**config.mk**
```make
export PLATFORM = sky130hd
export DESIGN_NAME = irq_ctrl
export DESIGN_NICKNAME = d
export VERILOG_FILES = /design/src/hdl/irq_ctrl.v /design/src/hdl/irq_flag.v /design/src/hdl/edge_detect.v
export VERILOG_INCLUDE_DIRS = /design/src /design/src/hdl
export SDC_FILE = /design/constraint.sdc
export NUM_CORES = 1
export LEC_CHECK = 0
export BUFFER_PORTS_ARGS = -buffer_cell sky130_fd_sc_hd__clkbuf_2
export CAP_MARGIN = 5
export CORE_MARGIN = 5
export CORE_UTILIZATION = 44
export CTS_CLUSTER_SIZE = 12
export DETAILED_ROUTE_END_ITERATION = 16
export PLACE_DENSITY = 0.75
export RECOVER_POWER = 50
export SYNTH_ARGS = -nofsm -noshare
export SYNTH_HDL_FRONTEND = slang
export SYNTH_SLANG_ARGS = --single-unit
```
**constraint.sdc**
```tcl
create_clock -name ref_clk -period 1.26 [get_ports ref_clk]
set_input_delay 0.315 -clock ref_clk [delete_from_list [all_inputs] [get_ports ref_clk]]
set_output_delay 0.315 -clock ref_clk [all_outputs]
set_load 0.1 [all_outputs]
```
**src/hdl/irq_consts.vh**
```
// Register offsets, field positions and reset values of the interrupt block
`ifndef IRQ_CONSTS_VH
`define IRQ_CONSTS_VH
// Register byte addresses on the APB bus
`define ADDR_EDGE_SEL 12'h000
`define ADDR_PRI_CTRL0 12'h004
`define ADDR_PRI_CTRL1 12'h008
`define ADDR_MF_GROUP0 12'h00c
`define ADDR_MF_GROUP1 12'h010
`define ADDR_IRQ_STATUS 12'h014
// Reset values
`define RST_BYTE 8'h00
`define RST_EDGE 2'h0
// Edge select encodings
`define EDGE_OFF 2'h0
`define EDGE_RISE 2'h1
`define EDGE_FALL 2'h2
`define EDGE_BOTH 2'h3
// Edge select field position within its register
`define EDGE_SEL_HI 1
`define EDGE_SEL_LO 0
// Reset value of the read data word
`define RST_WORD 32'h00000000
// Primary control 0 fields
`define PC0_TIMEBASE1_FLAG 6
`define PC0_TIMEBASE0_FLAG 5
`define PC0_PINF 4
`define PC0_TIMEBASE1_ENABLE 3
`define PC0_TIMEBASE0_ENABLE 2
`define PC0_PINE 1
`define PC0_GIE 0
// Primary control 1 fields
`define PC1_GROUP1_FLAG 7
`define PC1_ADF 6
`define PC1_EEF 5
`define PC1_GROUP0_FLAG 4
`define PC1_GROUP1_ENABLE 3
`define PC1_ADE 2
`define PC1_EEE 1
`define PC1_GROUP0_ENABLE 0
// Multi-function group fields
`define MF_CMPA_F 5
`define MF_CMPP_F 4
`define MF_CMPA_E 1
`define MF_CMPP_E 0
// Vector numbers of the sources, in priority order
`define VEC_PIN 4'h1
`define VEC_MF0 4'h2
`define VEC_EE 4'h3
`define VEC_AD 4'h4
`define VEC_MF1 4'h5
`define VEC_TB0 4'h6
`define VEC_TB1 4'h7
`define VEC_NONE 4'h0
`endif

```
**src/hdl/irq_ctrl.v**
```verilog
// Interrupt flags, enables and request logic with an APB register port
// Function
// - An accepted request suspends the main program so the CPU services it.
// - Sources: pin, two time bases, EEPROM, A/D, standard and periodic timers.
// - Edge select 00 off, 01 rising, 10 falling, 11 both edges.
// - Edge select bits 7..2 read as zero.
// - Control 0 flags: bit 6 time base 1, bit 5 time base 0, bit 4 pin.
// - Control 0 enables: bits 3,2,1 time bases and pin, bit 0 global.
// - Control 1 holds group1, A/D, EEPROM, group0 flags and matching enables.
// - Group registers: compare A/P flags bits 5,4, enables bits 1,0.
// - Flags set on their event regardless of enables (group flags here set only from an enabled member flag); software owns enables.
// - Control 0 bit 7 reads as zero.
// - Group register bits 7..6 and 3..2 read as zero.
//
// Design decisions made here: register access over APB and the register addresses.
`timescale 1ns/1ps
`include "irq_consts.vh"
module irq_ctrl (
  // Clock and reset
  input wire ref_clk,
  input wire reset_n,
  // APB slave
  input wire psel,
  input wire penable,
  input wire pwrite,
  input wire [11:0] paddr,
  input wire [31:0] pwdata,
  output reg [31:0] prdata,
  output reg pready,
  output reg pslverr,
  // External interrupt pin
  input wire ext_int_pin,
  // Internal event pulses, one cycle each
  input wire timebase0_evt,
  input wire timebase1_evt,
  input wire adc_evt,
  input wire eeprom_evt,
  input wire std_timer_cmpa_evt,
  input wire std_timer_cmpp_evt,
  input wire per_timer_cmpa_evt,
  input wire per_timer_cmpp_evt,
  // CPU core handshake
  input wire irq_ack,
  output reg irq_req,
  output reg [3:0] irq_vector
);
  // Software-owned enables
  reg [1:0] edge_mode_q;
  reg global_irq_enable_q;
  reg pin_irq_enable_q;
  reg timebase0_enable_q;
  reg timebase1_enable_q;
  reg adc_irq_enable_q;
  reg eeprom_irq_enable_q;
  reg group0_enable_q;
  reg group1_enable_q;
  reg std_timer_cmpa_enable_q;
  reg std_timer_cmpp_enable_q;
  reg per_timer_cmpa_enable_q;
  reg per_timer_cmpp_enable_q;
  // Flags from the flag instances
  wire pin_irq_flag;
  wire timebase0_flag;
  wire timebase1_flag;
  wire adc_irq_flag;
  wire eeprom_irq_flag;
  wire group0_flag;
  wire group1_flag;
  wire std_timer_cmpa_flag;
  wire std_timer_cmpp_flag;
  wire per_timer_cmpa_flag;
  wire per_timer_cmpp_flag;
  wire pin_hit;
  // Bus decode
  wire setup_wr;
  wire wr_edge;
  wire wr_pc0;
  wire wr_pc1;
  wire wr_mf0;
  wire wr_mf1;
  wire addr_ok;
  wire [7:0] wb;
  reg [7:0] rd_byte;
  wire [7:0] edge_rd;
  wire [7:0] pc0_rd;
  wire [7:0] pc1_rd;
  wire [7:0] mf0_rd;
  wire [7:0] mf1_rd;
  // Service logic
  wire grp0_set;
  wire grp1_set;
  wire [6:0] live;
  reg [3:0] pick_vec;
  wire [3:0] clr_vec;
  reg [3:0] vec_d;
  reg req_d;
  reg in_service_q;
  reg cur_live;
  wire ack_take;

  // Writes happen on the access cycle; pready is high for the access cycle only, no wait states
  assign setup_wr = psel & penable & pwrite;
  assign wb = pwdata[7:0];
  assign wr_edge = setup_wr & (paddr == `ADDR_EDGE_SEL);
  assign wr_pc0 = setup_wr & (paddr == `ADDR_PRI_CTRL0);
  assign wr_pc1 = setup_wr & (paddr == `ADDR_PRI_CTRL1);
  assign wr_mf0 = setup_wr & (paddr == `ADDR_MF_GROUP0);
  assign wr_mf1 = setup_wr & (paddr == `ADDR_MF_GROUP1);
  assign addr_ok = (paddr == `ADDR_EDGE_SEL) | (paddr == `ADDR_PRI_CTRL0) |
    (paddr == `ADDR_PRI_CTRL1) | (paddr == `ADDR_MF_GROUP0) |
    (paddr == `ADDR_MF_GROUP1) | (paddr == `ADDR_IRQ_STATUS);

  // Pin edge detection
  edge_detect u_pin (
    .ref_clk(ref_clk),
    .reset_n(reset_n),
    .pin_in(ext_int_pin),
    .mode(edge_mode_q),
    .hit(pin_hit)
  );

  // Group flags follow any enabled member flag
  assign grp0_set = (std_timer_cmpa_flag & std_timer_cmpa_enable_q) |
    (std_timer_cmpp_flag & std_timer_cmpp_enable_q);
  assign grp1_set = (per_timer_cmpa_flag & per_timer_cmpa_enable_q) |
    (per_timer_cmpp_flag & per_timer_cmpp_enable_q);

  // Acceptance by the core clears the flag of the serviced primary source, except a group flag whose enabled member flag is still set
  assign ack_take = irq_ack & irq_req;
  assign clr_vec = ack_take ? irq_vector : `VEC_NONE;

  // Flags set on their own events, independent of enables except the member enables that gate the group flags
  irq_flag u_pin_f (.ref_clk(ref_clk), .reset_n(reset_n), .set_pulse(pin_hit),
    .wr_en(wr_pc0 | (clr_vec == `VEC_PIN)), .wr_val(wr_pc0 & wb[`PC0_PINF]),
    .flag_q(pin_irq_flag));
  irq_flag u_tb0_f (.ref_clk(ref_clk), .reset_n(reset_n), .set_pulse(timebase0_evt),
    .wr_en(wr_pc0 | (clr_vec == `VEC_TB0)), .wr_val(wr_pc0 & wb[`PC0_TIMEBASE0_FLAG]),
    .flag_q(timebase0_flag));
  irq_flag u_tb1_f (.ref_clk(ref_clk), .reset_n(reset_n), .set_pulse(timebase1_evt),
    .wr_en(wr_pc0 | (clr_vec == `VEC_TB1)), .wr_val(wr_pc0 & wb[`PC0_TIMEBASE1_FLAG]),
    .flag_q(timebase1_flag));
  irq_flag u_ad_f (.ref_clk(ref_clk), .reset_n(reset_n), .set_pulse(adc_evt),
    .wr_en(wr_pc1 | (clr_vec == `VEC_AD)), .wr_val(wr_pc1 & wb[`PC1_ADF]),
    .flag_q(adc_irq_flag));
  irq_flag u_ee_f (.ref_clk(ref_clk), .reset_n(reset_n), .set_pulse(eeprom_evt),
    .wr_en(wr_pc1 | (clr_vec == `VEC_EE)), .wr_val(wr_pc1 & wb[`PC1_EEF]),
    .flag_q(eeprom_irq_flag));
  irq_flag u_mf0_f (.ref_clk(ref_clk), .reset_n(reset_n), .set_pulse(grp0_set),
    .wr_en(wr_pc1 | (clr_vec == `VEC_MF0)), .wr_val(wr_pc1 & wb[`PC1_GROUP0_FLAG]),
    .flag_q(group0_flag));
  irq_flag u_mf1_f (.ref_clk(ref_clk), .reset_n(reset_n), .set_pulse(grp1_set),
    .wr_en(wr_pc1 | (clr_vec == `VEC_MF1)), .wr_val(wr_pc1 & wb[`PC1_GROUP1_FLAG]),
    .flag_q(group1_flag));
  // Member flags stay set until software clears them; their enables only
  // gate the group flag, so a disabled member still shows as pending
  irq_flag u_sa_f (
    .ref_clk(ref_clk),
    .reset_n(reset_n),
    .set_pulse(std_timer_cmpa_evt),
    .wr_en(wr_mf0),
    .wr_val(wb[`MF_CMPA_F]),
    .flag_q(std_timer_cmpa_flag)
  );
  irq_flag u_sp_f (
    .ref_clk(ref_clk),
    .reset_n(reset_n),
    .set_pulse(std_timer_cmpp_evt),
    .wr_en(wr_mf0),
    .wr_val(wb[`MF_CMPP_F]),
    .flag_q(std_timer_cmpp_flag)
  );
  irq_flag u_pa_f (
    .ref_clk(ref_clk),
    .reset_n(reset_n),
    .set_pulse(per_timer_cmpa_evt),
    .wr_en(wr_mf1),
    .wr_val(wb[`MF_CMPA_F]),
    .flag_q(per_timer_cmpa_flag)
  );
  irq_flag u_pp_f (
    .ref_clk(ref_clk),
    .reset_n(reset_n),
    .set_pulse(per_timer_cmpp_evt),
    .wr_en(wr_mf1),
    .wr_val(wb[`MF_CMPP_F]),
    .flag_q(per_timer_cmpp_flag)
  );

  // Enable registers, written by software only
  always @(posedge ref_clk or negedge reset_n) begin
    if (!reset_n) begin
      edge_mode_q <= `RST_EDGE;
      global_irq_enable_q <= 1'b0;
      pin_irq_enable_q <= 1'b0;
      timebase0_enable_q <= 1'b0;
      timebase1_enable_q <= 1'b0;
      adc_irq_enable_q <= 1'b0;
      eeprom_irq_enable_q <= 1'b0;
      group0_enable_q <= 1'b0;
      group1_enable_q <= 1'b0;
      std_timer_cmpa_enable_q <= 1'b0;
      std_timer_cmpp_enable_q <= 1'b0;
      per_timer_cmpa_enable_q <= 1'b0;
      per_timer_cmpp_enable_q <= 1'b0;
    end else begin
      if (wr_edge) begin
        edge_mode_q <= wb[`EDGE_SEL_HI:`EDGE_SEL_LO];
      end
      if (wr_pc0) begin
        timebase1_enable_q <= wb[`PC0_TIMEBASE1_ENABLE];
        timebase0_enable_q <= wb[`PC0_TIMEBASE0_ENABLE];
        pin_irq_enable_q <= wb[`PC0_PINE];
        global_irq_enable_q <= wb[`PC0_GIE];
      end
      if (wr_pc1) begin
        group1_enable_q <= wb[`PC1_GROUP1_ENABLE];
        adc_irq_enable_q <= wb[`PC1_ADE];
        eeprom_irq_enable_q <= wb[`PC1_EEE];
        group0_enable_q <= wb[`PC1_GROUP0_ENABLE];
      end
      if (wr_mf0) begin
        std_timer_cmpa_enable_q <= wb[`MF_CMPA_E];
        std_timer_cmpp_enable_q <= wb[`MF_CMPP_E];
      end
      if (wr_mf1) begin
        per_timer_cmpa_enable_q <= wb[`MF_CMPA_E];
        per_timer_cmpp_enable_q <= wb[`MF_CMPP_E];
      end
    end
  end

  // Read images; unimplemented bits are tied to zero
  assign edge_rd = {6'h00, edge_mode_q};
  assign pc0_rd = {1'b0, timebase1_flag, timebase0_flag, pin_irq_flag,
    timebase1_enable_q, timebase0_enable_q, pin_irq_enable_q, global_irq_enable_q};
  assign pc1_rd = {group1_flag, adc_irq_flag, eeprom_irq_flag, group0_flag,
    group1_enable_q, adc_irq_enable_q, eeprom_irq_enable_q, group0_enable_q};
  assign mf0_rd = {2'h0, std_timer_cmpa_flag, std_timer_cmpp_flag, 2'h0,
    std_timer_cmpa_enable_q, std_timer_cmpp_enable_q};
  assign mf1_rd = {2'h0, per_timer_cmpa_flag, per_timer_cmpp_flag, 2'h0,
    per_timer_cmpa_enable_q, per_timer_cmpp_enable_q};

  // Read mux
  always @* begin
    case (paddr)
      `ADDR_EDGE_SEL: rd_byte = edge_rd;
      `ADDR_PRI_CTRL0: rd_byte = pc0_rd;
      `ADDR_PRI_CTRL1: rd_byte = pc1_rd;
      `ADDR_MF_GROUP0: rd_byte = mf0_rd;
      `ADDR_MF_GROUP1: rd_byte = mf1_rd;
      `ADDR_IRQ_STATUS: rd_byte = {3'h0, in_service_q, irq_vector};
      default: rd_byte = `RST_BYTE;
    endcase
  end

  // Registered APB answer; read data is captured in the setup cycle
  always @(posedge ref_clk or negedge reset_n) begin
    if (!reset_n) begin
      prdata <= `RST_WORD;
      pready <= 1'b0;
      pslverr <= 1'b0;
    end else begin
      pready <= psel & ~penable;
      pslverr <= psel & ~penable & ~addr_ok;
      if (psel & ~penable & ~pwrite) begin
        prdata <= {24'h000000, rd_byte};
      end else begin
        prdata <= `RST_WORD;
      end
    end
  end

  // Requests gated by flag, own enable and global enable (group enable path)
  assign live[0] = global_irq_enable_q & pin_irq_flag & pin_irq_enable_q;
  assign live[1] = global_irq_enable_q & group0_flag & group0_enable_q;
  assign live[2] = global_irq_enable_q & eeprom_irq_flag & eeprom_irq_enable_q;
  assign live[3] = global_irq_enable_q & adc_irq_flag & adc_irq_enable_q;
  assign live[4] = global_irq_enable_q & group1_flag & group1_enable_q;
  assign live[5] = global_irq_enable_q & timebase0_flag & timebase0_enable_q;
  assign live[6] = global_irq_enable_q & timebase1_flag & timebase1_enable_q;

  // Whether the source behind the standing vector is still live
  always @* begin
    case (irq_vector)
      `VEC_PIN: cur_live = live[0];
      `VEC_MF0: cur_live = live[1];
      `VEC_EE: cur_live = live[2];
      `VEC_AD: cur_live = live[3];
      `VEC_MF1: cur_live = live[4];
      `VEC_TB0: cur_live = live[5];
      `VEC_TB1: cur_live = live[6];
      default: cur_live = 1'b0;
    endcase
  end

  // Fixed priority, lowest vector first
  always @* begin
    if (live[0]) begin
      pick_vec = `VEC_PIN;
    end else if (live[1]) begin
      pick_vec = `VEC_MF0;
    end else if (live[2]) begin
      pick_vec = `VEC_EE;
    end else if (live[3]) begin
      pick_vec = `VEC_AD;
    end else if (live[4]) begin
      pick_vec = `VEC_MF1;
    end else if (live[5]) begin
      pick_vec = `VEC_TB0;
    end else if (live[6]) begin
      pick_vec = `VEC_TB1;
    end else begin
      pick_vec = `VEC_NONE;
    end
  end

  // Request stays up until the core accepts; in service blocks nesting
  // until software writes control 0 again, as the core would on return.
  // A request whose own source was cleared or disabled is withdrawn, so an
  // acknowledge never clears a flag other than the one that asked
  always @* begin
    req_d = irq_req;
    vec_d = irq_vector;
    if (ack_take) begin
      req_d = 1'b0;
    end else if (!irq_req && !in_service_q) begin
      req_d = (pick_vec != `VEC_NONE);
      vec_d = pick_vec;
    end else if (irq_req && !cur_live) begin
      req_d = 1'b0;
    end
  end

  // Request output and service state
  always @(posedge ref_clk or negedge reset_n) begin
    if (!reset_n) begin
      irq_req <= 1'b0;
      irq_vector <= `VEC_NONE;
      in_service_q <= 1'b0;
    end else begin
      irq_req <= req_d;
      irq_vector <= vec_d;
      if (ack_take) begin
        in_service_q <= 1'b1;
      end else if (wr_pc0) begin
        in_service_q <= 1'b0;
      end
    end
  end
endmodule // irq_ctrl

```
**src/hdl/irq_flag.v**
```verilog
// One sticky request flag: hardware set, software write
`timescale 1ns/1ps
module irq_flag (
  // Clock and reset
  input wire ref_clk,
  input wire reset_n,
  // Set and software access
  input wire set_pulse,
  input wire wr_en,
  input wire wr_val,
  output reg flag_q
);
  // Set wins over a software clear in the same cycle so no event is lost
  always @(posedge ref_clk or negedge reset_n) begin
    if (!reset_n) begin
      flag_q <= 1'b0;
    end else if (set_pulse) begin
      flag_q <= 1'b1;
    end else if (wr_en) begin
      flag_q <= wr_val;
    end
  end
endmodule // irq_flag

```
**src/hdl/edge_detect.v**
```verilog
// Pin synchroniser and selectable edge detector
`timescale 1ns/1ps
`include "irq_consts.vh"
module edge_detect (
  // Clock and reset
  input wire ref_clk,
  input wire reset_n,
  // Pin and mode
  input wire pin_in,
  input wire [1:0] mode,
  output reg hit
);
  reg sync1_q;
  reg sync2_q;
  reg last_q;
  wire rise;
  wire fall;
  // Two flops before use; the edge logic compares sync2_q with last_q
  always @(posedge ref_clk or negedge reset_n) begin
    if (!reset_n) begin
      sync1_q <= 1'b0;
      sync2_q <= 1'b0;
      last_q <= 1'b0;
    end else begin
      sync1_q <= pin_in;
      sync2_q <= sync1_q;
      last_q <= sync2_q;
    end
  end
  assign rise = sync2_q & ~last_q;
  assign fall = ~sync2_q & last_q;
  // Mode decode
  always @* begin
    case (mode)
      `EDGE_OFF: hit = 1'b0;
      `EDGE_RISE: hit = rise;
      `EDGE_FALL: hit = fall;
      `EDGE_BOTH: hit = rise | fall;
      default: hit = 1'b0;
    endcase
  end
endmodule // edge_detect

```
==> results of run 1 <==
==> cell type report <==
class | count | area, um^2
fill | 347 | 1509
inverter | 9 | 33.78
clock buffer | 5 | 68.82
clock inverter | 3 | 67.56
timing repair buffer | 122 | 1114
sequential | 43 | 1086
tap | 72 | 90.09
multi-input combinational | 182 | 1470
==> power groups by stage <==
stage                     Clock [mW]  Combinational [mW]  Sequential [mW]
after global placement             0               0.640             1.43
after detailed placement           0               0.648             1.43
final                           1.30               0.689             1.40
after floorplan                    0               0.457             1.46
after CTS                       1.28               0.670             1.40
after global routing            1.38               0.717             1.40
==> path summary, 6_finish.rpt <==
check                                   startpoint                            to
max in group asynchronous                  reset_n       u_pin.sync1_q$_DFF_PN0_
min in group asynchronous                  reset_n    u_mf1_f.flag_q$_DFFE_PN0P_
setup / recovery                          paddr[4]  adc_irq_enable_q$_DFFE_PN0P_
hold reg to reg            u_pin.sync1_q$_DFF_PN0_       u_pin.sync2_q$_DFF_PN0_
setup reg to reg               irq_req$_DFFE_PN0P_     u_ad_f.flag_q$_DFFE_PN0P_
hold / removal                         ext_int_pin       u_pin.sync1_q$_DFF_PN0_
==> repair_timing <==
action                     4_1_cts  5_1_grt
gates resized for setup         42       29
hold endpoints to repair        10        0
hold buffers                     1        0
buffers inserted                 8        4
cloned                           0        1
pin swaps                       21       16
setup endpoints to repair       40       43
==> kinds of logic (layout without fill, tap and decap cells) <==
logic type | after synthesis | in the layout | share of synthesized area, %
mux | 21 | 21 | 9.995
buf+inv | 41 | 139 | 10.77
simple gates | 84 | 85 | 19.89
flops | 43 | 43 | 44.31
compound gates | 49 | 49 | 13.86
fa+ha+maj | 2 | 2 | 1.030
other cells | 1 | 25 | 0.1544
==> metrics by stage <==
step / cells / hold WS (ns) / total power [mW] / utilization (%) / cell area (um^2)
6_report: 436 / 0.1126 / 3.387 / 72.26 / 3930
5_1_grt: 436 / 0.1100 / 3.495 / 72.26 / 3930
4_1_cts: 432 / 0.1080 / 3.352 / 70.07 / 3811
3_5_place_dp: 415 / 0.3180 / 2.075 / 63.26 / 3441
3_3_place_gp: 415 / 0.3119 / 2.066 / 63.26 / 3441
2_1_floorplan: 265 / 0.01941 / 1.922 / - / 2669
==> layout by cell type (no fill, tap or decap), drive strengths merged, types with 5 or more instances in the layout <==
master,count
mux2,16
nand2,20
a211o,7
a21oi,10
a22oi,8
nor2,17
nor3,8
nor2b,5
o21ai,11
clkbuf,36
conb,25
inv,9
buf,90
dfrtp,43
nand3,10
==> metal layers <==
metal	track usage [%]	wire (um)	share of wire, %
met3	4.809	642	8.3
met1	24.71	2968	38
met4	10.09	345	4.5
met2	34.86	3771	49
met5	0	0	0
==> out/qor.txt, run 1 <==
PLACEMENT
------------------------------------------------------------------------------------
Placement-stage worst setup slack .....................................   -0.7281 ns
Last weighted congestion value of the routability-driven placer .......       0.8866
HPWL reported at the end of detailed placement ........................     5.200 mm
Number of port buffers ................................................           48

WORST SETUP PATH
------------------------------------------------------------------------------------
Critical path's largest stage delay ...................................      0.56 ns
Max stage delay cell, worst path ......................................       or4b_4
Worst path bufs/invs ..................................................            2
Cell type group with the largest total delay on the critical path ..... simple AND/OR/NAND/NOR gates
Critical-path cell list ............................................... buf_6 > or4b_4 > nor3_4 > and3_4 > buf_6 > mux2_4
Max FO, Critical Path .................................................            4
Register-to-register setup slack ......................................     -0.20 ns
Most used cell, CP ....................................................        buf_6
Kind of start point of the critical path .............................. primary input
Crit path required time ...............................................      1.45 ns
Cell depth of the worst flop-to-flop path .............................            3
Logic depth of the worst setup path including buffers .................            6
Arrival @ worst endpoint ..............................................      1.85 ns
WS Path Type .......................................................... primary input to flip-flop
Nature of the critical path endpoint ..................................    flip-flop

FLOORPLAN
------------------------------------------------------------------------------------
Starting density of the core ..........................................       44.65%
Core region area ......................................................    5439 um^2
Number of top-level pins ..............................................           98
Die outline width .....................................................     84.30 um
Number of placement rows ..............................................           27
Die Area ..............................................................    7106 um^2
Overall die height ....................................................     84.30 um

CELLS AND AREA
------------------------------------------------------------------------------------
Top flop regs ......................................................... prdata (8), irq_vector (3), edge_mode_q (2)
Register with the highest flop count ..................................       prdata
Number of flip-flops in the largest register ..........................            8
Ratio of cells with drive above 1 in the final layout .................       55.22%
Syn-to-layout area delta ..............................................       61.82%
Number of antenna cells inserted ......................................            0
Net total in the final layout .........................................          424

LOGIC SYNTHESIS
------------------------------------------------------------------------------------
Library cells used by synthesis .......................................           48
Number of standard cells after synthesis ..............................          241
Cell with the most instances after synthesis ..........................      dfrtp_1
Synth Cell Area .......................................................    2429 um^2
Main flop type after synthesis ........................................      dfrtp_1
Top post-synthesis cells by area ...................................... dfrtp_1 44%, buf_4 8.0%, mux2_2 7.4%
Share of flip-flops with an asynchronous set or reset after synthesis .       100.0%
Yosys warns ...........................................................            0
Avg Cell Area, Syn ....................................................   10.08 um^2
Commonest cells post-synth ............................................ 43 x dfrtp_1, 26 x buf_4, 19 x nand2_1
Number of synthesized flops with an enable pin ........................            0
Share of the synthesized area in the top cell type ....................       44.31%
Library cell occupying the most area in the post-synthesis netlist ....      dfrtp_1
Part of the Yosys area used for sequential elements ...................       44.31%
Flip-flop and latch count after synthesis .............................           43

GLOBAL ROUTING
------------------------------------------------------------------------------------
Number of global-route vias before repair .............................         2443
Pin count of the biggest net entering global routing ..................           20
Antenna violations before repair ......................................            0
Overall track demand over capacity in global routing ..................       20.66%
Remaining Overflow, GRT ...............................................            0
First-pass GRT wire length ............................................     11.87 mm

TIMING
------------------------------------------------------------------------------------
Setup Viol. Count Final ...............................................           41
Part of the cycle the worst path needs ................................       132.2%
Tightest Pin Transition ...............................................    0.5204 ns
Clock Skew ............................................................  0.008077 ns
Final hold violation count ............................................            0
Total negative slack for setup checks .................................    -9.153 ns
Worst rel slew slack ..................................................       65.31%
Unrepaired setup endpoints after global routing .......................          yes
Maximum frequency from static timing analysis .........................    600.2 MHz
Final worst-path setup slack ..........................................   -0.4061 ns
Final critical path time including I/O delays and setup ...............     1.666 ns
Count of final max-slew check failures ................................            0

RUN STATUS
------------------------------------------------------------------------------------
Failing checks ........................................................ setup timing
Outcome ............................................................... complete, but fails checks

PWR
------------------------------------------------------------------------------------
Clock group share of total power ......................................        38.3%
Switching share of total power ........................................       30.82%
Sw Pwr ................................................................     1.044 mW
Leak ..................................................................     1.800 nW
Largest vdd supply drop ...............................................    0.5415 mV
Total power divided by cell area ...................................... 861.9 nW/um^2
Sequential fraction of design power ...................................        41.3%
Cell internal power dissipation .......................................     2.343 mW
Combinational cell fraction of total power ............................        20.3%

ROUTING
------------------------------------------------------------------------------------
Antenna Violating Nets Remaining ......................................            0
DR pass1 iterations ...................................................            5
Starting DRT DRC Count ................................................          216
Drt total wl ..........................................................     7.727 mm
Remaining design rule violation count .................................            0
Avg Vias per Cell .....................................................        5.431
Detailed-route via count ..............................................         2368
Routed wirelength normalized by instance count ........................     17.72 um

HOLD PATH
------------------------------------------------------------------------------------
Number of cells traversed by the worst hold path ......................            1
Type of the worst min-delay path ...................................... primary input to flip-flop

JOB
------------------------------------------------------------------------------------
Reported max-cap violation count ......................................            0

CLOCKING
------------------------------------------------------------------------------------
Clk_lat worst skew ....................................................      0.30 ns
Clock-pin slew on the worst setup and hold paths ......................      0.08 ns
Clk root buf ..........................................................     clkbuf_8
Maximum count of clock buffers along a single path ....................            2
Total clock sinks .....................................................           43
H-tree depth ..........................................................            2
TritonCTS clock tree ..................................................         done
CTS buffer count ......................................................            5

Note: power is estimated with default switching activity, not from simulation.
==> run 2, diff against run 1 <==
SETUP_SLACK_MARGIN = 0.15   (was unset)
==> run 2 against run 1 <==
Net effect:
- the flow still finishes with violations (setup timing)
- clock skew rose by 0.0031 ns
- register-to-register slack barely moved
- final cell count rose by 2.5%
==> out/qor.txt, run 2 (synthesis results as in run 1) <==
PWR
------------------------------------------------------------------------------
Total power divided by cell area ................................ 842.0 nW/um^2   was 861.9 nW/um^2
Largest vdd supply drop .........................................     1.246 mV   was 0.5415 mV
Power after layout ..............................................     3.407 mW   was 3.387 mW
Leak ............................................................     1.830 nW   was 1.800 nW

PLACEMENT
------------------------------------------------------------------------------
Number of port buffers ..........................................           48   unchanged
Dpl cell area ...................................................    3468 um^2   was 3441 um^2
HPWL reported at the end of detailed placement ..................     5.189 mm   was 5.200 mm
Placement-stage worst setup slack ...............................   -0.6993 ns   was -0.7281 ns
Placed cell count ...............................................          417   was 415
Last weighted congestion value of the routability-driven placer .       0.8532   was 0.8866

WORST SETUP PATH
------------------------------------------------------------------------------
WS Path Type .................................................... primary input to flip-flop   unchanged
Cell depth of the worst flop-to-flop path .......................            5   was 3
Kind of start point of the critical path ........................ primary input   unchanged
Worst setup path start ..........................................    paddr[10]   was paddr[4]
Register-to-register setup slack ................................     -0.19 ns   was -0.20 ns
Reg-to-reg critical path startpoint ............................. irq_vector[1]$_DFFE_PN0P_   was irq_req$_DFFE_PN0P_
Nature of the critical path endpoint ............................    flip-flop   unchanged
Crit path required time .........................................      1.46 ns   was 1.45 ns
Arrival @ worst endpoint ........................................      1.85 ns   about the same
Max FO, Critical Path ...........................................            4   unchanged
Critical path destination ....................................... group0_enable_q$_DFFE_PN0P_   was adc_irq_enable_q$_DFFE_PN0P_
RR Endpoint ..................................................... prdata[1]$_DFF_PN0_   was u_ad_f.flag_q$_DFFE_PN0P_

RUN STATUS
------------------------------------------------------------------------------
Failing checks .................................................. setup timing   unchanged
Outcome ......................................................... complete, but fails checks   unchanged

CELLS AND AREA
------------------------------------------------------------------------------
Top flop regs ................................................... prdata (8), irq_vector (3), edge_mode_q (2)   unchanged
Number of cells in the finished layout apart from fillers .......          447   was 436
Total area of sequential cells ..................................    1099 um^2   was 1086 um^2
Number of flip-flops in the largest register ....................            8   unchanged
Finished Core Util ..............................................       74.40%   was 72.26%
Register with the highest flop count ............................       prdata   unchanged
Number of antenna cells inserted ................................            0   unchanged
Commonest cells after routing, fill and taps aside .............. 57 x buf_4, 31 x clkbuf_2, 29 x dfrtp_1   was 52 x buf_4, 39 x dfrtp_1, 30 x clkbuf_2
Most common cell after layout, fill and taps aside ..............        buf_4   unchanged
Area of all placed cells without fillers ........................    4046 um^2   was 3930 um^2
Net total in the final layout ...................................          435   was 424
Multi-input logic area ..........................................    1486 um^2   was 1470 um^2
Ratio of cells with drive above 1 in the final layout ...........       58.40%   was 55.22%
Syn-to-layout area delta ........................................       66.62%   was 61.82%
Count of fill cells added during filler insertion ...............          346   was 347

GLOBAL ROUTING
------------------------------------------------------------------------------
Overall track demand over capacity in global routing ............       22.50%   was 20.66%
Pin count of the biggest net entering global routing ............           20   unchanged
Remaining Overflow, GRT .........................................            0   unchanged
First-pass GRT wire length ......................................     12.59 mm   was 11.87 mm
Number of global-route vias before repair .......................         2525   was 2443
Antenna violations before repair ................................            0   unchanged

HOLD PATH
------------------------------------------------------------------------------
Type of the worst min-delay path ................................ primary input to flip-flop   unchanged

CLOCKING
------------------------------------------------------------------------------
H-tree depth ....................................................            2   unchanged
TritonCTS clock tree ............................................         done   unchanged
Clk root buf ....................................................     clkbuf_8   unchanged
Clk_lat worst skew ..............................................      0.30 ns   about the same
Clock-pin slew on the worst setup and hold paths ................      0.09 ns   was 0.08 ns
Maximum count of clock buffers along a single path ..............            2   unchanged
CTS buffer count ................................................            5   unchanged
Total clock sinks ...............................................           43   unchanged

TIMING
------------------------------------------------------------------------------
Unrepaired setup endpoints after global routing .................          yes   unchanged
Part of the cycle the worst path needs ..........................       131.3%   was 132.2%
Final worst-path setup slack ....................................   -0.3941 ns   was -0.4061 ns
Count of final max-slew check failures ..........................            0   unchanged
Clock Skew ......................................................   0.01114 ns   was 0.008077 ns
Maximum frequency from static timing analysis ...................    604.6 MHz   was 600.2 MHz
Setup Viol. Count Final .........................................           42   was 41
Final critical path time including I/O delays and setup .........     1.654 ns   was 1.666 ns
Final hold violation count ......................................            0   unchanged

FLOORPLAN
------------------------------------------------------------------------------
Die Area ........................................................    7106 um^2   unchanged
Core region area ................................................    5439 um^2   unchanged
Overall die height ..............................................     84.30 um   unchanged
Starting density of the core ....................................       44.65%   unchanged
Die outline width ...............................................     84.30 um   unchanged
Number of top-level pins ........................................           98   unchanged
Number of placement rows ........................................           27   unchanged

ROUTING
------------------------------------------------------------------------------
DR pass1 iterations .............................................            5   unchanged
Antenna Violating Nets Remaining ................................            0   unchanged
Routed wirelength normalized by instance count ..................     19.35 um   was 17.72 um
Avg Vias per Cell ...............................................        5.649   was 5.431
Remaining design rule violation count ...........................            0   unchanged
Starting DRT DRC Count ..........................................          239   was 216
Drt total wl ....................................................     8.649 mm   was 7.727 mm
Detailed-route via count ........................................         2525   was 2368

JOB
------------------------------------------------------------------------------
Reported max-cap violation count ................................            0   unchanged

## run 2: cell count changes in the layout (fill, tap and decap cells not counted), sizes merged
cell,delta
clkbuf,+3
buf,+8
## run 2: per-stage QoR
step / hold WS (ns) / TNS [ns]
finish: 0.1232 / -11.29
floorplan: 0.01941 / -11.29
global placement: 0.2926 / -19.05
detailed placement: 0.2947 / -19.99
global route: 0.1205 / -13.98
CTS: 0.1112 / -8.170
## run 2: power by group
part,switching (mW),internal [mW],total [mW]
logic,0.538,0.169,0.708
clock network,0.508,0.791,1.30
registers,0.00977,1.39,1.40
## run 2: routing by layer
metal | share of wire, % | routed length [um] | track usage, % | up-vias
met5 | 0 | 0 | 0 | -
met3 | 7.3 | 629 | 4.809 | 56
met1 | 38 | 3312 | 26.65 | 1210
li1 | - | - | - | 1092
met4 | 5.1 | 442 | 9.795 | 0
met2 | 49 | 4265 | 39.17 | 167
## run 2: repair_timing
action / in CTS / in global routing
endpoints found under the hold margin: 16 / 0
gates cloned: 1 / 0
hold buffers: 1 / 0
pin swaps: 20 / 27
resized for setup: 41 / 30
endpoints found under the setup margin: 53 / 53
buffers inserted: 11 / 9
## run 2: worst min path at each step
stage,slack [ns],to,cells past startpoint,start
final,0.12,u_pin.sync1_q$_DFF_PN0_,1,ext_int_pin
after global routing,0.12,u_pin.sync1_q$_DFF_PN0_,1,ext_int_pin
after CTS,0.11,u_pin.sync1_q$_DFF_PN0_,1,ext_int_pin
after detailed placement,0.29,irq_vector[1]$_DFFE_PN0P_,1,reset_n
after global placement,0.29,timebase1_enable_q$_DFFE_PN0P_,1,reset_n
after floorplan,0.02,adc_irq_enable_q$_DFFE_PN0P_,0,reset_n
## run 2: critical path, stage by stage
cell and delay [ns]:
buf_6 0.10, or4_4 0.58, nor3_4 0.22, and3_4 0.23
buf_6 0.12, mux2_4 0.30
## run 2: area by class of cell
cell class              count  area share (%)
multi-input cells         182           36.73
clock inverters             3           1.670
inverters                   9          0.8349
repair buffers            133           29.68
clock buffers               5           1.701
flip-flops and latches     43           27.15
well taps                  72           2.226
